**config.mk**
```make
export PLATFORM = sky130hd
export DESIGN_NAME = i2hs_sequencer
export DESIGN_NICKNAME = d
export VERILOG_FILES = /design/src/core/i2hs_sequencer.v
export VERILOG_INCLUDE_DIRS = /design/src /design/src/include
export SDC_FILE = /design/constraint.sdc
export NUM_CORES = 1
export LEC_CHECK = 0
export ABC_AREA = 1
export BUFFER_PORTS_ARGS = -buffer_cell sky130_fd_sc_hd__buf_2
export CORE_AREA = 2 2 84 118
export DETAILED_ROUTE_END_ITERATION = 12
export DIE_AREA = 0 0 86 120
export GPL_ROUTABILITY_DRIVEN = 0
export GPL_TIMING_DRIVEN = 0
export HOLD_SLACK_MARGIN = 0.08
export PLACE_DENSITY_LB_ADDON = 0.12
export SYNTH_ARGS = -nofsm -noshare
export SYNTH_HDL_FRONTEND = slang
export SYNTH_SLANG_ARGS = --single-unit
```
**constraint.sdc**
```tcl
create_clock -name sys_clk -period 2.2 [get_ports sys_clk]
set_input_delay 0.11 -clock sys_clk [delete_from_list [all_inputs] [get_ports sys_clk]]
set_output_delay 0.11 -clock sys_clk [all_outputs]
set_load 0.01 [all_outputs]
```
**src/include/i2hs_defines.vh**
```
// Constants for the I2C host sequencer: register offsets, field positions, resets, timing.
// Assumes a plain register port with one-word registers addressed by index.
`ifndef I2HS_DEFINES_VH
`define I2HS_DEFINES_VH

`define I2HS_ADDR_W 3
`define I2HS_REG_CTRL 3'h0
`define I2HS_REG_STAT 3'h1
`define I2HS_REG_BUF 3'h2
`define I2HS_REG_BAUD 3'h3

`define I2HS_CTRL_RESTART 0
`define I2HS_CTRL_STOP 1
`define I2HS_CTRL_ACKSEQ 2
`define I2HS_CTRL_ACKVAL 3

`define I2HS_ST_BF 0
`define I2HS_ST_WRITE_COLLISION_FLAG 1
`define I2HS_ST_RECEIVED_ACK_STATUS 2
`define I2HS_ST_IF 3
`define I2HS_ST_BCOL 4
`define I2HS_ST_START 5
`define I2HS_ST_STOP 6
`define I2HS_ST_BUSY 7

`define I2HS_BAUD_RESET 8'h04

`endif

```
**src/core/i2hs_sequencer.v**
```verilog
// I2C host sequencer: repeated start, acknowledge, stop and byte transmission.
// Assumes synchronous pad inputs and open-drain pads driven low when oe_n is low.
`timescale 1ns/10ps
`include "i2hs_defines.vh"

module i2hs_sequencer #(
  parameter BAUD_W = 8
) (
  input wire sys_clk,
  input wire rst_n,
  input wire [`I2HS_ADDR_W-1:0] reg_addr,
  input wire [7:0] reg_wdata,
  input wire reg_wr,
  input wire reg_rd,
  output reg [7:0] reg_rdata,
  input wire scl_in,
  output wire scl_out,
  output wire scl_oe_n,
  input wire sda_in,
  output wire sda_out,
  output wire sda_oe_n
);

  localparam [3:0] ST_IDLE = 4'h0;
  localparam [3:0] ST_RS_LOW = 4'h1;
  localparam [3:0] ST_RS_SDAHI = 4'h2;
  localparam [3:0] ST_RS_SCLHI = 4'h3;
  localparam [3:0] ST_RS_SDALO = 4'h4;
  localparam [3:0] ST_ACK_LO = 4'h5;
  localparam [3:0] ST_ACK_HI = 4'h6;
  localparam [3:0] ST_P_SDALO = 4'h7;
  localparam [3:0] ST_P_SCLHI = 4'h8;
  localparam [3:0] ST_P_SDAHI = 4'h9;
  localparam [3:0] ST_P_END = 4'ha;
  localparam [3:0] ST_TX_LO = 4'hb;
  localparam [3:0] ST_TX_HI = 4'hc;
  localparam [3:0] ST_RS_WAIT = 4'hd;

  reg [3:0] state;
  reg [BAUD_W-1:0] baud_reload_value;
  reg [BAUD_W-1:0] brg;
  reg [7:0] shift_buffer;
  reg [7:0] shift_register;
  reg [3:0] bit_cnt;
  reg restart_request;
  reg stop_request;
  reg ack_sequence_request;
  reg ack_value_to_send;
  reg received_ack_status;
  reg buffer_full_flag;
  reg write_collision_flag;
  reg port_interrupt_flag;
  reg bus_collision_flag;
  reg start_seen;
  reg stop_seen;
  reg scl_drive_low;
  reg sda_drive_low;
  reg scl_q;
  reg sda_q;

  wire brg_zero = (brg == {BAUD_W{1'b0}});
  wire idle = (state == ST_IDLE);
  wire wr_ctrl = reg_wr && (reg_addr == `I2HS_REG_CTRL);
  wire wr_stat = reg_wr && (reg_addr == `I2HS_REG_STAT);
  wire wr_buf = reg_wr && (reg_addr == `I2HS_REG_BUF);
  wire wr_baud = reg_wr && (reg_addr == `I2HS_REG_BAUD);
  // Buffer write is accepted only when the engine is idle and no condition is pending.
  wire buf_ok = idle && !restart_request && !stop_request && !ack_sequence_request;

  assign scl_out = 1'b0;
  assign sda_out = 1'b0;
  assign scl_oe_n = ~scl_drive_low;
  assign sda_oe_n = ~sda_drive_low;

  always @(posedge sys_clk or negedge rst_n) begin
    if (!rst_n) begin
      reg_rdata <= 8'h00;
    end else if (reg_rd) begin
      if (reg_addr == `I2HS_REG_CTRL) begin
        reg_rdata <= {4'h0, ack_value_to_send, ack_sequence_request, stop_request,
                      restart_request};
      end else if (reg_addr == `I2HS_REG_STAT) begin
        reg_rdata <= {~idle, stop_seen, start_seen, bus_collision_flag, port_interrupt_flag,
                      received_ack_status, write_collision_flag, buffer_full_flag};
      end else if (reg_addr == `I2HS_REG_BUF) begin
        reg_rdata <= shift_buffer;
      end else if (reg_addr == `I2HS_REG_BAUD) begin
        reg_rdata <= baud_reload_value;
      end else begin
        reg_rdata <= 8'h00;
      end
    end else begin
      reg_rdata <= 8'h00;
    end
  end

  // Bus pattern detection runs whatever the engine is doing.
  always @(posedge sys_clk or negedge rst_n) begin
    if (!rst_n) begin
      scl_q <= 1'b1;
      sda_q <= 1'b1;
    end else begin
      scl_q <= scl_in;
      sda_q <= sda_in;
    end
  end

  always @(posedge sys_clk or negedge rst_n) begin
    if (!rst_n) begin
      state <= ST_IDLE;
      baud_reload_value <= `I2HS_BAUD_RESET;
      brg <= {BAUD_W{1'b0}};
      shift_buffer <= 8'h00;
      shift_register <= 8'h00;
      bit_cnt <= 4'h0;
      restart_request <= 1'b0;
      stop_request <= 1'b0;
      ack_sequence_request <= 1'b0;
      ack_value_to_send <= 1'b0;
      received_ack_status <= 1'b0;
      buffer_full_flag <= 1'b0;
      write_collision_flag <= 1'b0;
      port_interrupt_flag <= 1'b0;
      bus_collision_flag <= 1'b0;
      start_seen <= 1'b0;
      stop_seen <= 1'b0;
      scl_drive_low <= 1'b0;
      sda_drive_low <= 1'b0;
    end else begin
      if (wr_baud) begin
        baud_reload_value <= reg_wdata[BAUD_W-1:0];
      end
      // Software clears the collision, interrupt, start and stop flags by writing one; a hardware set below wins.
      if (wr_stat) begin
        if (reg_wdata[`I2HS_ST_WRITE_COLLISION_FLAG]) write_collision_flag <= 1'b0;
        if (reg_wdata[`I2HS_ST_IF]) port_interrupt_flag <= 1'b0;
        if (reg_wdata[`I2HS_ST_BCOL]) bus_collision_flag <= 1'b0;
        if (reg_wdata[`I2HS_ST_START]) start_seen <= 1'b0;
        if (reg_wdata[`I2HS_ST_STOP]) stop_seen <= 1'b0;
      end
      if (wr_ctrl) begin
        ack_value_to_send <= reg_wdata[`I2HS_CTRL_ACKVAL];
        if (buf_ok) begin
          restart_request <= reg_wdata[`I2HS_CTRL_RESTART];
          stop_request <= reg_wdata[`I2HS_CTRL_STOP];
          ack_sequence_request <= reg_wdata[`I2HS_CTRL_ACKSEQ];
        end
      end
      if (scl_q && scl_in && sda_q && !sda_in) start_seen <= 1'b1;
      if (scl_q && scl_in && !sda_q && sda_in) stop_seen <= 1'b1;
      if (wr_buf && !buf_ok) begin
        write_collision_flag <= 1'b1;
      end
      case (state)
        ST_IDLE: begin
          if (wr_buf && buf_ok) begin
            shift_buffer <= reg_wdata;
            shift_register <= reg_wdata;
            buffer_full_flag <= 1'b1;
            bit_cnt <= 4'h0;
            scl_drive_low <= 1'b1;
            sda_drive_low <= ~reg_wdata[7];
            brg <= baud_reload_value;
            state <= ST_TX_LO;
          end else if (restart_request) begin
            scl_drive_low <= 1'b1;
            state <= ST_RS_LOW;
          end else if (ack_sequence_request) begin
            scl_drive_low <= 1'b1;
            sda_drive_low <= ~ack_value_to_send;
            brg <= baud_reload_value;
            state <= ST_ACK_LO;
          end else if (stop_request) begin
            scl_drive_low <= 1'b1;
            sda_drive_low <= 1'b1;
            state <= ST_P_SDALO;
          end
        end
        ST_RS_LOW: begin
          if (!scl_in) begin
            brg <= baud_reload_value;
            sda_drive_low <= 1'b0;
            state <= ST_RS_SDAHI;
          end
        end
        ST_RS_SDAHI: begin
          if (!brg_zero) begin
            brg <= brg - 1'b1;
          end else if (sda_in) begin
            scl_drive_low <= 1'b0;
            state <= ST_RS_WAIT;
          end
        end
        ST_RS_WAIT: begin
          if (scl_in) begin
            if (!sda_in) begin
              bus_collision_flag <= 1'b1;
              restart_request <= 1'b0;
              state <= ST_IDLE;
            end else begin
              brg <= baud_reload_value;
              state <= ST_RS_SCLHI;
            end
          end
        end
        ST_RS_SCLHI: begin
          if (!scl_in) begin
            bus_collision_flag <= 1'b1;
            restart_request <= 1'b0;
            state <= ST_IDLE;
          end else if (!brg_zero) begin
            brg <= brg - 1'b1;
          end else begin
            sda_drive_low <= 1'b1;
            brg <= baud_reload_value;
            state <= ST_RS_SDALO;
          end
        end
        ST_RS_SDALO: begin
          if (!brg_zero) begin
            brg <= brg - 1'b1;
          end else begin
            scl_drive_low <= 1'b1;
            restart_request <= 1'b0;
            port_interrupt_flag <= 1'b1;
            state <= ST_IDLE;
          end
        end
        ST_ACK_LO: begin
          if (!brg_zero) begin
            brg <= brg - 1'b1;
          end else if (scl_drive_low) begin
            scl_drive_low <= 1'b0;
          end else if (scl_in) begin
            brg <= baud_reload_value;
            state <= ST_ACK_HI;
          end
        end
        ST_ACK_HI: begin
          if (!brg_zero) begin
            brg <= brg - 1'b1;
          end else begin
            scl_drive_low <= 1'b1;
            ack_sequence_request <= 1'b0;
            port_interrupt_flag <= 1'b1;
            state <= ST_IDLE;
          end
        end
        ST_P_SDALO: begin
          if (!sda_in) begin
            brg <= baud_reload_value;
            state <= ST_P_SCLHI;
          end
        end
        ST_P_SCLHI: begin
          if (!brg_zero) begin
            brg <= brg - 1'b1;
          end else if (scl_drive_low) begin
            scl_drive_low <= 1'b0;
          end else if (scl_in) begin
            brg <= baud_reload_value;
            state <= ST_P_SDAHI;
          end
        end
        ST_P_SDAHI: begin
          if (!brg_zero) begin
            brg <= brg - 1'b1;
          end else begin
            sda_drive_low <= 1'b0;
            if (sda_in && scl_in) begin
              brg <= baud_reload_value;
              state <= ST_P_END;
            end
          end
        end
        ST_P_END: begin
          if (!brg_zero) begin
            brg <= brg - 1'b1;
          end else begin
            stop_request <= 1'b0;
            port_interrupt_flag <= 1'b1;
            state <= ST_IDLE;
          end
        end
        ST_TX_LO: begin
          if (!brg_zero) begin
            brg <= brg - 1'b1;
          end else if (scl_drive_low) begin
            scl_drive_low <= 1'b0;
          end else if (scl_in) begin
            brg <= baud_reload_value;
            state <= ST_TX_HI;
          end
        end
        ST_TX_HI: begin
          // Arbitration loss on a released one.
          if (!sda_drive_low && !sda_in && bit_cnt != 4'h8) begin
            bus_collision_flag <= 1'b1;
            buffer_full_flag <= 1'b0;
            sda_drive_low <= 1'b0;
            state <= ST_IDLE;
          end else if (!brg_zero) begin
            brg <= brg - 1'b1;
          end else begin
            scl_drive_low <= 1'b1;
            brg <= baud_reload_value;
            if (bit_cnt == 4'h8) begin
              received_ack_status <= sda_in;
              port_interrupt_flag <= 1'b1;
              state <= ST_IDLE;
            end else if (bit_cnt == 4'h7) begin
              buffer_full_flag <= 1'b0;
              sda_drive_low <= 1'b0;
              bit_cnt <= bit_cnt + 4'h1;
              state <= ST_TX_LO;
            end else begin
              shift_register <= {shift_register[6:0], 1'b0};
              sda_drive_low <= ~shift_register[6];
              bit_cnt <= bit_cnt + 4'h1;
              state <= ST_TX_LO;
            end
          end
        end
        default: begin
          state <= ST_IDLE;
        end
      endcase
    end
  end

endmodule // i2hs_sequencer

```
==> results of run 1 <==
## tightest hold or removal path: stages
cell and delay, ns:
buf_2 0.12, inv_1 0.08, o31ai_1 0.08
## cells by family after synthesis
logic type               after synthesis
AND/OR/NAND/NOR                      299
buffers and inverters                 65
multiplexers                           1
flip-flops                            62
other                                  1
AO/OA/AOI/OAI                         81
XOR/XNOR                               4
adder cells (fa/ha/maj)                3
## per-layer routing
metal,GRT usage,vias up
li1,-,1779
met2,0.355,102
met4,0.105,0
met3,0.0475,27
met5,0,-
met1,0.260,1666
## power by group
part	internal [mW]	switching, mW
logic	1.12	1.95
clock network	0.757	0.543
registers	1.52	0.308
total	3.39	2.80
## how the worst max path moves through the flow
stage             start                 to  slack [ns]  depth (start not counted)
4_1_cts          brg[0]           state[0]        0.12                         11
3_5_place_dp     brg[0]           state[0]        0.13                         11
5_1_grt        state[3]           state[0]       -0.01                         10
2_1_floorplan    brg[0]  shift_register[3]        0.47                         10
3_3_place_gp   state[3]             brg[6]        0.14                         10
6_report       state[2]           state[0]        0.16                         10
## flip-flops by register name (all words and copies together) (netlist names), 4 cells and up
register / flops
shift_buffer: 8
shift_register: 7
brg: 8
state: 4
reg_rdata: 8
bit_cnt: 4
baud_reload_value: 8
## cell usage after synthesis
cell type,instances,area [µm²]
conb_1,1,3.75
nor2_4,4,45.0
o21a_1,1,7.51
a21oi_4,2,32.5
o21ai_0,48,240
nand2_1,159,597
inv_1,53,199
nor2_2,2,12.5
nand2_2,10,62.6
a21oi_2,1,8.76
clkinv_1,1,3.75
a21oi_1,7,35.0
or2_2,2,12.5
o31ai_1,1,7.51
mux2_2,1,11.3
xnor2_1,1,8.76
ha_1,3,37.5
dfrtp_1,59,1480
nand2_4,1,11.3
a221oi_1,1,8.76
nor2_1,55,206
xor2_1,3,26.3
o32a_1,1,10.0
dfstp_2,3,78.8
o211ai_1,2,15.0
nor3_4,1,16.3
buf_2,2,10.0
nand3_1,56,280
buf_4,3,22.5
nand3_2,2,20.0
a31oi_1,10,62.6
o21ai_2,6,52.6
inv_2,1,3.75
o2111ai_1,1,8.76
nand3b_1,1,7.51
buf_6,1,11.3
clkbuf_1,4,15.0
nor3_1,1,5.00
nand4_1,5,31.3
## layout make-up
class,count,area (µm²),area share
Multi-Input combinational cell,390,1890,0.435
Sequential cell,62,1560,0.358
Timing Repair Buffer,38,235,0.0540
Clock buffer,10,229,0.0526
Inverter,55,206,0.0474
Tap cell,110,138,0.0316
Buffer,9,55.1,0.0126
Clock inverter,6,38.8,0.00891
## what timing repair did
item / in CTS / in global routing
gates resized for setup: 0 / 3
hold buffers: 5 / 0
endpoints found under the hold margin: 63 / 0
setup endpoints to repair: 0 / 17
buffers inserted: 0 / 7
==> impl_metrics.env, run 1 <==
export IMPL_areaGrowthSynthToFinish_pct=17.5
export IMPL_min_path_type="primary input to flop"
export IMPL_syn_area_per_cell_um2=7.18
export IMPL_fmax_mhz=490
export IMPL_fin_worst_skew_ns=0.00672
export IMPL_cts_sinks=62
export IMPL_netlist_instances=516
export IMPL_grt_pass1_wl_mm=17.1
export IMPL_final_common_cell="nand2_1"
export IMPL_met3WireLength_um=431
export IMPL_fin_setup_tns_ns=0
export IMPL_synth_compound_area_frac=0.132
export IMPL_place_area_um2=3980
export IMPL_slew_headroom=0.470
export IMPL_setup_ws_ns=0.159
export IMPL_numPlacedInstances=653
export IMPL_cts_made_buffers=9
export IMPL_drive_gt1_frac=0.161
export IMPL_synth_xor_area_share=0.00946
export IMPL_fin_crit_sh=0.928
export IMPL_ys_types=39
export IMPL_grt_max_degree=63
export IMPL_ant_nets=0
export IMPL_via_count=3574
export IMPL_diodes=0
export IMPL_r2r_cells=10
export IMPL_ir_drop_uv=504
export IMPL_dr_pass1_iters=5
export IMPL_critPathRequiredTime_ns=2.43
export IMPL_grt_usage=0.214
export IMPL_worst_setup_path_end_kind="flop"
export IMPL_cpPeakStageDelay_ns=0.46
export IMPL_die_width_um=86
export IMPL_grt_overflow=0
export IMPL_fin_cells=680
export IMPL_worstReg2RegEnd="state[0]"
export IMPL_holdPathEnd="write_collision_flag"
export IMPL_routed_top_layer="met4"
export IMPL_wirelength_met1_mm=4.22
export IMPL_hold_viol=0
export IMPL_crit_type="flop to flop"
export IMPL_syn_area_um2=3700
export IMPL_synth_seq_area_share=0.420
export IMPL_whs_ns=0.0951
export IMPL_io_buffers=26
export IMPL_num_rows=42
export IMPL_stdcell_area_um2=4350
export IMPL_r2r_start="state[2]"
export IMPL_period_needed_ns=2.04
export IMPL_initial_core_util=0.398
export IMPL_leakagePower_nw=2.24
export IMPL_htreeDepth=3
export IMPL_final_max_slew_violation_count=0
export IMPL_finalCoreUtilization=0.468
export IMPL_drv_cap=0
export IMPL_synthAdderAreaFrac=0.0101
export IMPL_crit_path_max_fanout=7
export IMPL_critPathArrivalTime_ns=2.27
export IMPL_slowest_stage="dfrtp_2"
export IMPL_die_h_um=120
export IMPL_cp_top_family="simple AND/OR/NAND/NOR gates"
export IMPL_finalPower_mw=6.19
export IMPL_path_buf_inv=0
export IMPL_wl_met2_mm=5.15
export IMPL_wl_mm=10.2
export IMPL_nFillCells=967
export IMPL_synthMuxAreaShare=0.00304
export IMPL_cts_buffer_depth=2
export IMPL_crit_chain="nor2_4 -> nand2_2 -> nor3_4 -> nand2_2 -> nand2_1 -> nand2_1 -> nor2_4 -> nand2_1 -> nand2_1 -> nand2_1"
export IMPL_wl_per_cell_um=15.0
export IMPL_synth_seq_cells=62
export IMPL_cp_start_kind="flop"
export IMPL_antenna_found_initial=0
export IMPL_min_from="reg_wr"
export IMPL_path_common_cell="nand2_1"
export IMPL_power_density_nw_per_um2=1420
export IMPL_worstMarginPinSlew_ns=0.795
export IMPL_pin_count=29
export IMPL_clk_pin_slew_ns=0.06
export IMPL_yosysWarnings=0
export IMPL_drc_errors=0
export IMPL_viasPerCell=5.26
export IMPL_dieArea_um2=10300
export IMPL_drt_initial_drc_count=212
export IMPL_hold_path_cell_count=3
export IMPL_clk_root_buffer_cell="clkbuf_16"
export IMPL_synth_top_family_by_area="simple AND/OR/NAND/NOR gates"
export IMPL_cts_tree="built"
export IMPL_r2r_slack_ns=0.16
export IMPL_setup_violations=0
export IMPL_synthSimpleGateAreaFrac=0.353
export IMPL_grt_pass1_vias=3484
export IMPL_place_hpwl_mm=7.65
export IMPL_place_ws_ns=0.126
export IMPL_core_area_um2=9300
export IMPL_layout_cells_most_common_list="159 x nand2_1, 57 x dfrtp_1, 56 x nand3_1"
export IMPL_clkLatencyLatePin_ns=0.34
export IMPL_layout_nets=585
export IMPL_outcome="completed"
No activity file was read; power rests on OpenSTA's default activity.
==> inputs of run 2 (changes only) <==
--- a/config.mk
+++ b/config.mk
@@ -9,11 +9,12 @@
 export ABC_AREA = 1
 export BUFFER_PORTS_ARGS = -buffer_cell sky130_fd_sc_hd__buf_2
 export CORE_AREA = 2 2 84 118
+export CTS_BUF_LIST = sky130_fd_sc_hd__clkbuf_4 sky130_fd_sc_hd__clkbuf_8 sky130_fd_sc_hd__clkbuf_16
 export DETAILED_ROUTE_END_ITERATION = 12
 export DIE_AREA = 0 0 86 120
 export GPL_ROUTABILITY_DRIVEN = 0
 export GPL_TIMING_DRIVEN = 0
-export HOLD_SLACK_MARGIN = 0.08
+export HOLD_SLACK_MARGIN = 0.12
 export PLACE_DENSITY_LB_ADDON = 0.12
 export SYNTH_ARGS = -nofsm -noshare
 export SYNTH_HDL_FRONTEND = slang
==> run 2 against run 1 <==
  * Global-route usage hardly changed
  * Worst hold slack improved by 0.027 ns
  * Flip-flop and latch count did not move
  * Register-to-register slack is essentially flat
  * Die area stayed put
  * Critical path depth unchanged
  * Power rose by 0.24%
  * Highest routed layer unchanged
  * Count of clock-buffer cells in the layout is the same
  * Routed wire length rose by 0.14%
  * First-iteration DRC count fell by 23%
  * Utilization up 0.36 points
  * Sequential share of layout area decreased by 0.28 points
  * Critical path type unchanged
==> impl_metrics.env, run 2 (synthesized netlist as in run 1, its figures left out) <==
export IMPL_outcome="completed"
export IMPL_final_common_cell="nand2_1"
export IMPL_grt_usage=0.214
export IMPL_worstReg2RegEnd="state[0]"
export IMPL_viasPerCell=5.28
export IMPL_die_h_um=120
export IMPL_fin_crit_sh=0.930
export IMPL_cts_buffer_depth=2
export IMPL_areaGrowthSynthToFinish_pct=18.4
export IMPL_grt_max_degree=63
export IMPL_cp_start_kind="flop"
export IMPL_num_rows=42
export IMPL_place_hpwl_mm=7.65
export IMPL_clk_pin_slew_ns=0.06
export IMPL_wl_mm=10.2
export IMPL_fin_setup_tns_ns=0
export IMPL_min_from="reg_wdata[2]"
export IMPL_power_density_nw_per_um2=1410
export IMPL_clkLatencyLatePin_ns=0.34
export IMPL_worst_setup_path_end_kind="flop"
export IMPL_layout_cells_most_common_list="159 x nand2_1, 57 x dfrtp_1, 56 x nand3_1"
export IMPL_io_buffers=26
export IMPL_ant_nets=0
export IMPL_min_path_type="primary input to flop"
export IMPL_clk_root_buffer_cell="clkbuf_16"
export IMPL_setup_violations=0
export IMPL_r2r_cells=10
export IMPL_grt_pass1_vias=3486
export IMPL_holdPathEnd="baud_reload_value[2]"
export IMPL_period_needed_ns=2.05
export IMPL_r2r_start="state[2]"
export IMPL_htreeDepth=3
export IMPL_drt_initial_drc_count=164
export IMPL_via_count=3603
export IMPL_hold_path_cell_count=3
export IMPL_fin_worst_skew_ns=0.00515
export IMPL_cts_tree="built"
export IMPL_grt_pass1_wl_mm=17.0
export IMPL_critPathArrivalTime_ns=2.28
export IMPL_finalCoreUtilization=0.472
export IMPL_crit_type="flop to flop"
export IMPL_dr_pass1_iters=5
export IMPL_drc_errors=0
export IMPL_crit_path_max_fanout=7
export IMPL_drv_cap=0
export IMPL_critPathRequiredTime_ns=2.43
export IMPL_cts_made_buffers=9
export IMPL_wl_per_cell_um=15.0
export IMPL_diodes=0
export IMPL_die_width_um=86
export IMPL_slew_headroom=0.467
export IMPL_cts_sinks=62
export IMPL_ir_drop_uv=507
export IMPL_place_ws_ns=0.126
export IMPL_r2r_slack_ns=0.15
export IMPL_final_max_slew_violation_count=0
export IMPL_leakagePower_nw=2.25
export IMPL_grt_overflow=0
export IMPL_core_area_um2=9300
export IMPL_pin_count=29
export IMPL_dieArea_um2=10300
export IMPL_initial_core_util=0.398
export IMPL_layout_nets=588
export IMPL_worstMarginPinSlew_ns=0.800
export IMPL_setup_ws_ns=0.153
export IMPL_antenna_found_initial=0
export IMPL_fmax_mhz=489
export IMPL_hold_viol=0
export IMPL_drive_gt1_frac=0.162
run 2: changes by cell type in the layout (fill, tap and decap cells not counted):
cell,change
clkbuf_1,-1
clkbuf_4,+1
dlygate4sd3_1,+3
run 2: worst max path at each step:
stage / start / slack [ns] / depth (start not counted) / end
3_3_place_gp: state[3] / 0.14 / 10 / brg[6]
6_report: state[2] / 0.15 / 10 / state[0]
3_5_place_dp: brg[0] / 0.13 / 11 / state[0]
5_1_grt: state[3] / -0.01 / 10 / state[0]
4_1_cts: brg[0] / 0.12 / 11 / state[0]
2_1_floorplan: brg[0] / 0.47 / 10 / shift_register[3]
run 2: repair_timing:
item                       CTS  global route
hold buffers                 8             0
setup endpoints to repair    0            17
resized for setup            0             3
buffers inserted             0             7
hold endpoints to repair    71             0
run 2: area by class of cell:
type,count,area (µm²)
plain buffers,9,55.1
clock buffers,10,233
clock inverters,6,38.8
fillers,958,4910
inverters,55,206
multi-input cells,390,1890
flip-flops and latches,62,1560
well taps,110,138
repair buffers,41,265
run 2: metrics by stage:
| stage | hold slack [ns] | total power [mW] | cell area, µm² | instances |
|---|---|---|---|---|
| final | 0.122 | 6.21 | 4390 | 683 |
| after global routing | 0.139 | 6.77 | 4390 | 683 |
| after CTS | 0.124 | 6.13 | 4330 | 677 |
| after detailed placement | 0.227 | 4.78 | 3980 | 653 |
| after global placement | 0.225 | 4.75 | 3980 | 653 |
| after floorplan | -0.186 | 4.05 | 3710 | 517 |
run 2: report_power, final:
part | switching (mW) | internal (mW) | leakage, nW
combinational | 1.95 | 1.12 | 1.34
sequential | 0.309 | 1.52 | 0.781
clock | 0.539 | 0.769 | 0.132
total | 2.80 | 3.40 | 2.25
run 2: metal layers:
metal / vias up / global-route usage / wire length, µm
li1: 1785 / - / -
met1: 1689 / 0.258 / 4240
met2: 102 / 0.355 / 5160
met3: 27 / 0.0475 / 416
met4: 0 / 0.105 / 413
met5: - / 0 / 0
run 2: worst max-delay path, stage by stage, from the launching register on:
cell,delay [ns]
dfrtp_2,0.46
nor2_4,0.21
nand2_2,0.15
nor3_4,0.29
nand2_2,0.16
nand2_1,0.13
nand2_1,0.10
nor2_4,0.17
nand2_1,0.12
nand2_1,0.09
nand2_1,0.05
==> inputs of run 3 (changes only) <==
--- a/config.mk
+++ b/config.mk
@@ -9,7 +9,7 @@
 export ABC_AREA = 1
 export BUFFER_PORTS_ARGS = -buffer_cell sky130_fd_sc_hd__buf_2
 export CORE_AREA = 2 2 84 118
-export CTS_BUF_LIST = sky130_fd_sc_hd__clkbuf_4 sky130_fd_sc_hd__clkbuf_8 sky130_fd_sc_hd__clkbuf_16
+export CTS_BUF_LIST = sky130_fd_sc_hd__clkbuf_4 sky130_fd_sc_hd__clkbuf_8
 export DETAILED_ROUTE_END_ITERATION = 12
 export DIE_AREA = 0 0 86 120
 export GPL_ROUTABILITY_DRIVEN = 0
==> run 3 against run 2 <==
  * Global-route usage is 0.086 points lower
  * Worst setup slack got worse by 0.025 ns
  * Critical path depth unchanged
  * Sequential power about the same
==> impl_metrics.env, run 3 (synthesized netlist as in run 1, its figures left out) <==
export IMPL_critPathArrivalTime_ns=2.33
export IMPL_hold_path_cell_count=3
export IMPL_grt_overflow=0
export IMPL_crit_start="state[2]"
export IMPL_diodes=0
export IMPL_cts_made_buffers=9
export IMPL_slew_headroom=0.458
export IMPL_numPlacedInstances=653
export IMPL_worstReg2RegEnd="state[0]"
export IMPL_cp_start_kind="flop"
export IMPL_power_density_nw_per_um2=1350
export IMPL_worstMarginPinSlew_ns=0.812
export IMPL_die_h_um=120
export IMPL_pin_count=29
export IMPL_clk_root_buffer_cell="clkbuf_8"
export IMPL_holdPathEnd="shift_register[0]"
export IMPL_setup_violations=0
export IMPL_cts_tree="built"
export IMPL_fmax_mhz=483
export IMPL_outcome="completed"
export IMPL_io_buffers=26
export IMPL_place_hpwl_mm=7.65
export IMPL_grt_pass1_wl_mm=17.0
export IMPL_crit_type="flop to flop"
export IMPL_fin_crit_sh=0.942
export IMPL_wl_per_cell_um=14.9
export IMPL_fin_worst_skew_ns=0.00915
export IMPL_drc_errors=0
export IMPL_r2r_start="state[2]"
export IMPL_stdcell_area_um2=4350
export IMPL_nFillCells=957
export IMPL_clk_pin_slew_ns=0.08
export IMPL_critPathRequiredTime_ns=2.45
export IMPL_antenna_found_initial=0
export IMPL_final_common_cell="nand2_1"
export IMPL_initial_core_util=0.398
export IMPL_crit_path_max_fanout=7
export IMPL_areaGrowthSynthToFinish_pct=17.4
export IMPL_grt_pass1_vias=3511
export IMPL_final_max_slew_violation_count=0
export IMPL_fin_cells=689
export IMPL_place_ws_ns=0.126
export IMPL_place_area_um2=3980
export IMPL_wl_mm=10.3
export IMPL_hold_viol=0
export IMPL_drt_initial_drc_count=180
export IMPL_ir_drop_uv=471
export IMPL_grt_max_degree=63
export IMPL_min_path_type="primary input to flop"
export IMPL_grt_usage=0.213
export IMPL_period_needed_ns=2.07
export IMPL_drive_gt1_frac=0.162
export IMPL_via_count=3646
export IMPL_num_rows=42
export IMPL_worst_setup_path_end_kind="flop"
export IMPL_setup_ws_ns=0.128
export IMPL_layout_nets=594
export IMPL_cts_buffer_depth=2
export IMPL_drv_cap=0
export IMPL_dieArea_um2=10300
export IMPL_core_area_um2=9300
export IMPL_die_width_um=86
export IMPL_min_from="reg_wdata[0]"
export IMPL_r2r_slack_ns=0.13
export IMPL_ant_nets=0
export IMPL_dr_pass1_iters=5
export IMPL_clkLatencyLatePin_ns=0.36
export IMPL_cts_sinks=62
export IMPL_viasPerCell=5.29
export IMPL_htreeDepth=3
export IMPL_layout_cells_most_common_list="159 x nand2_1, 57 x dfrtp_1, 56 x nand3_1"
export IMPL_r2r_cells=10
export IMPL_leakagePower_nw=2.23
[run 3: report_power, final]
group | switching, mW | internal, mW | leakage (nW)
Sequential | 0.307 | 1.51 | 0.781
Combinational | 1.97 | 1.15 | 1.37
Clock | 0.492 | 0.416 | 0.0855
[run 3: worst max-delay path, cell delays in order, from the launching register on]
cell and delay, ns:
dfrtp_2 0.46, nor2_4 0.21, nand2_2 0.15, nor3_4 0.30, nand2_2 0.16, nand2_1 0.13, nand2_1 0.10, nor2_4 0.18
nand2_1 0.13, nand2_1 0.08, nand2_1 0.05
[run 3: metal layers]
metal,routed length [µm],global-route usage,part of all wire,vias to the layer above
li1,-,-,-,1793
met1,4310,0.256,0.42,1698
met2,5140,0.358,0.50,121
met3,477,0.0461,0.046,34
met4,348,0.101,0.034,0
met5,0,0,0,-
[run 3: worst max path at each step]
stage | depth (start not counted) | slack [ns] | end
after floorplan | 10 | 0.47 | shift_register[3]
after global routing | 10 | -0.03 | state[0]
after detailed placement | 11 | 0.13 | state[0]
after CTS | 10 | 0.12 | brg[6]
final | 10 | 0.13 | state[0]
after global placement | 10 | 0.14 | brg[6]
[run 3: layout make-up]
class,count,area [µm²],share of cell area
inverters,55,206,0.0475
repair buffers,47,323,0.0742
flip-flops and latches,62,1560,0.358
multi-input cells,390,1900,0.437
well taps,110,138,0.0316
clock inverters,6,38.8,0.00892
clock buffers,10,131,0.0302
plain buffers,9,55.1,0.0127
[run 3: repair_timing]
action                                  in CTS  in global routing
endpoints found under the hold margin       81                  0
gates resized for setup                      0                  4
hold buffers                                13                  0
endpoints found under the setup margin       0                 17
buffers inserted                             0                  8
[run 3: through the flow]
step / util / hold WS (ns) / power [mW] / TNS (ns)
floorplan: - / -0.186 / 4.05 / 0
global placement: 0.427 / 0.225 / 4.75 / 0
detailed placement: 0.428 / 0.227 / 4.78 / 0
CTS: 0.460 / 0.122 / 5.74 / 0
global route: 0.468 / 0.129 / 6.42 / -0.0512
finish: 0.468 / 0.123 / 5.85 / 0
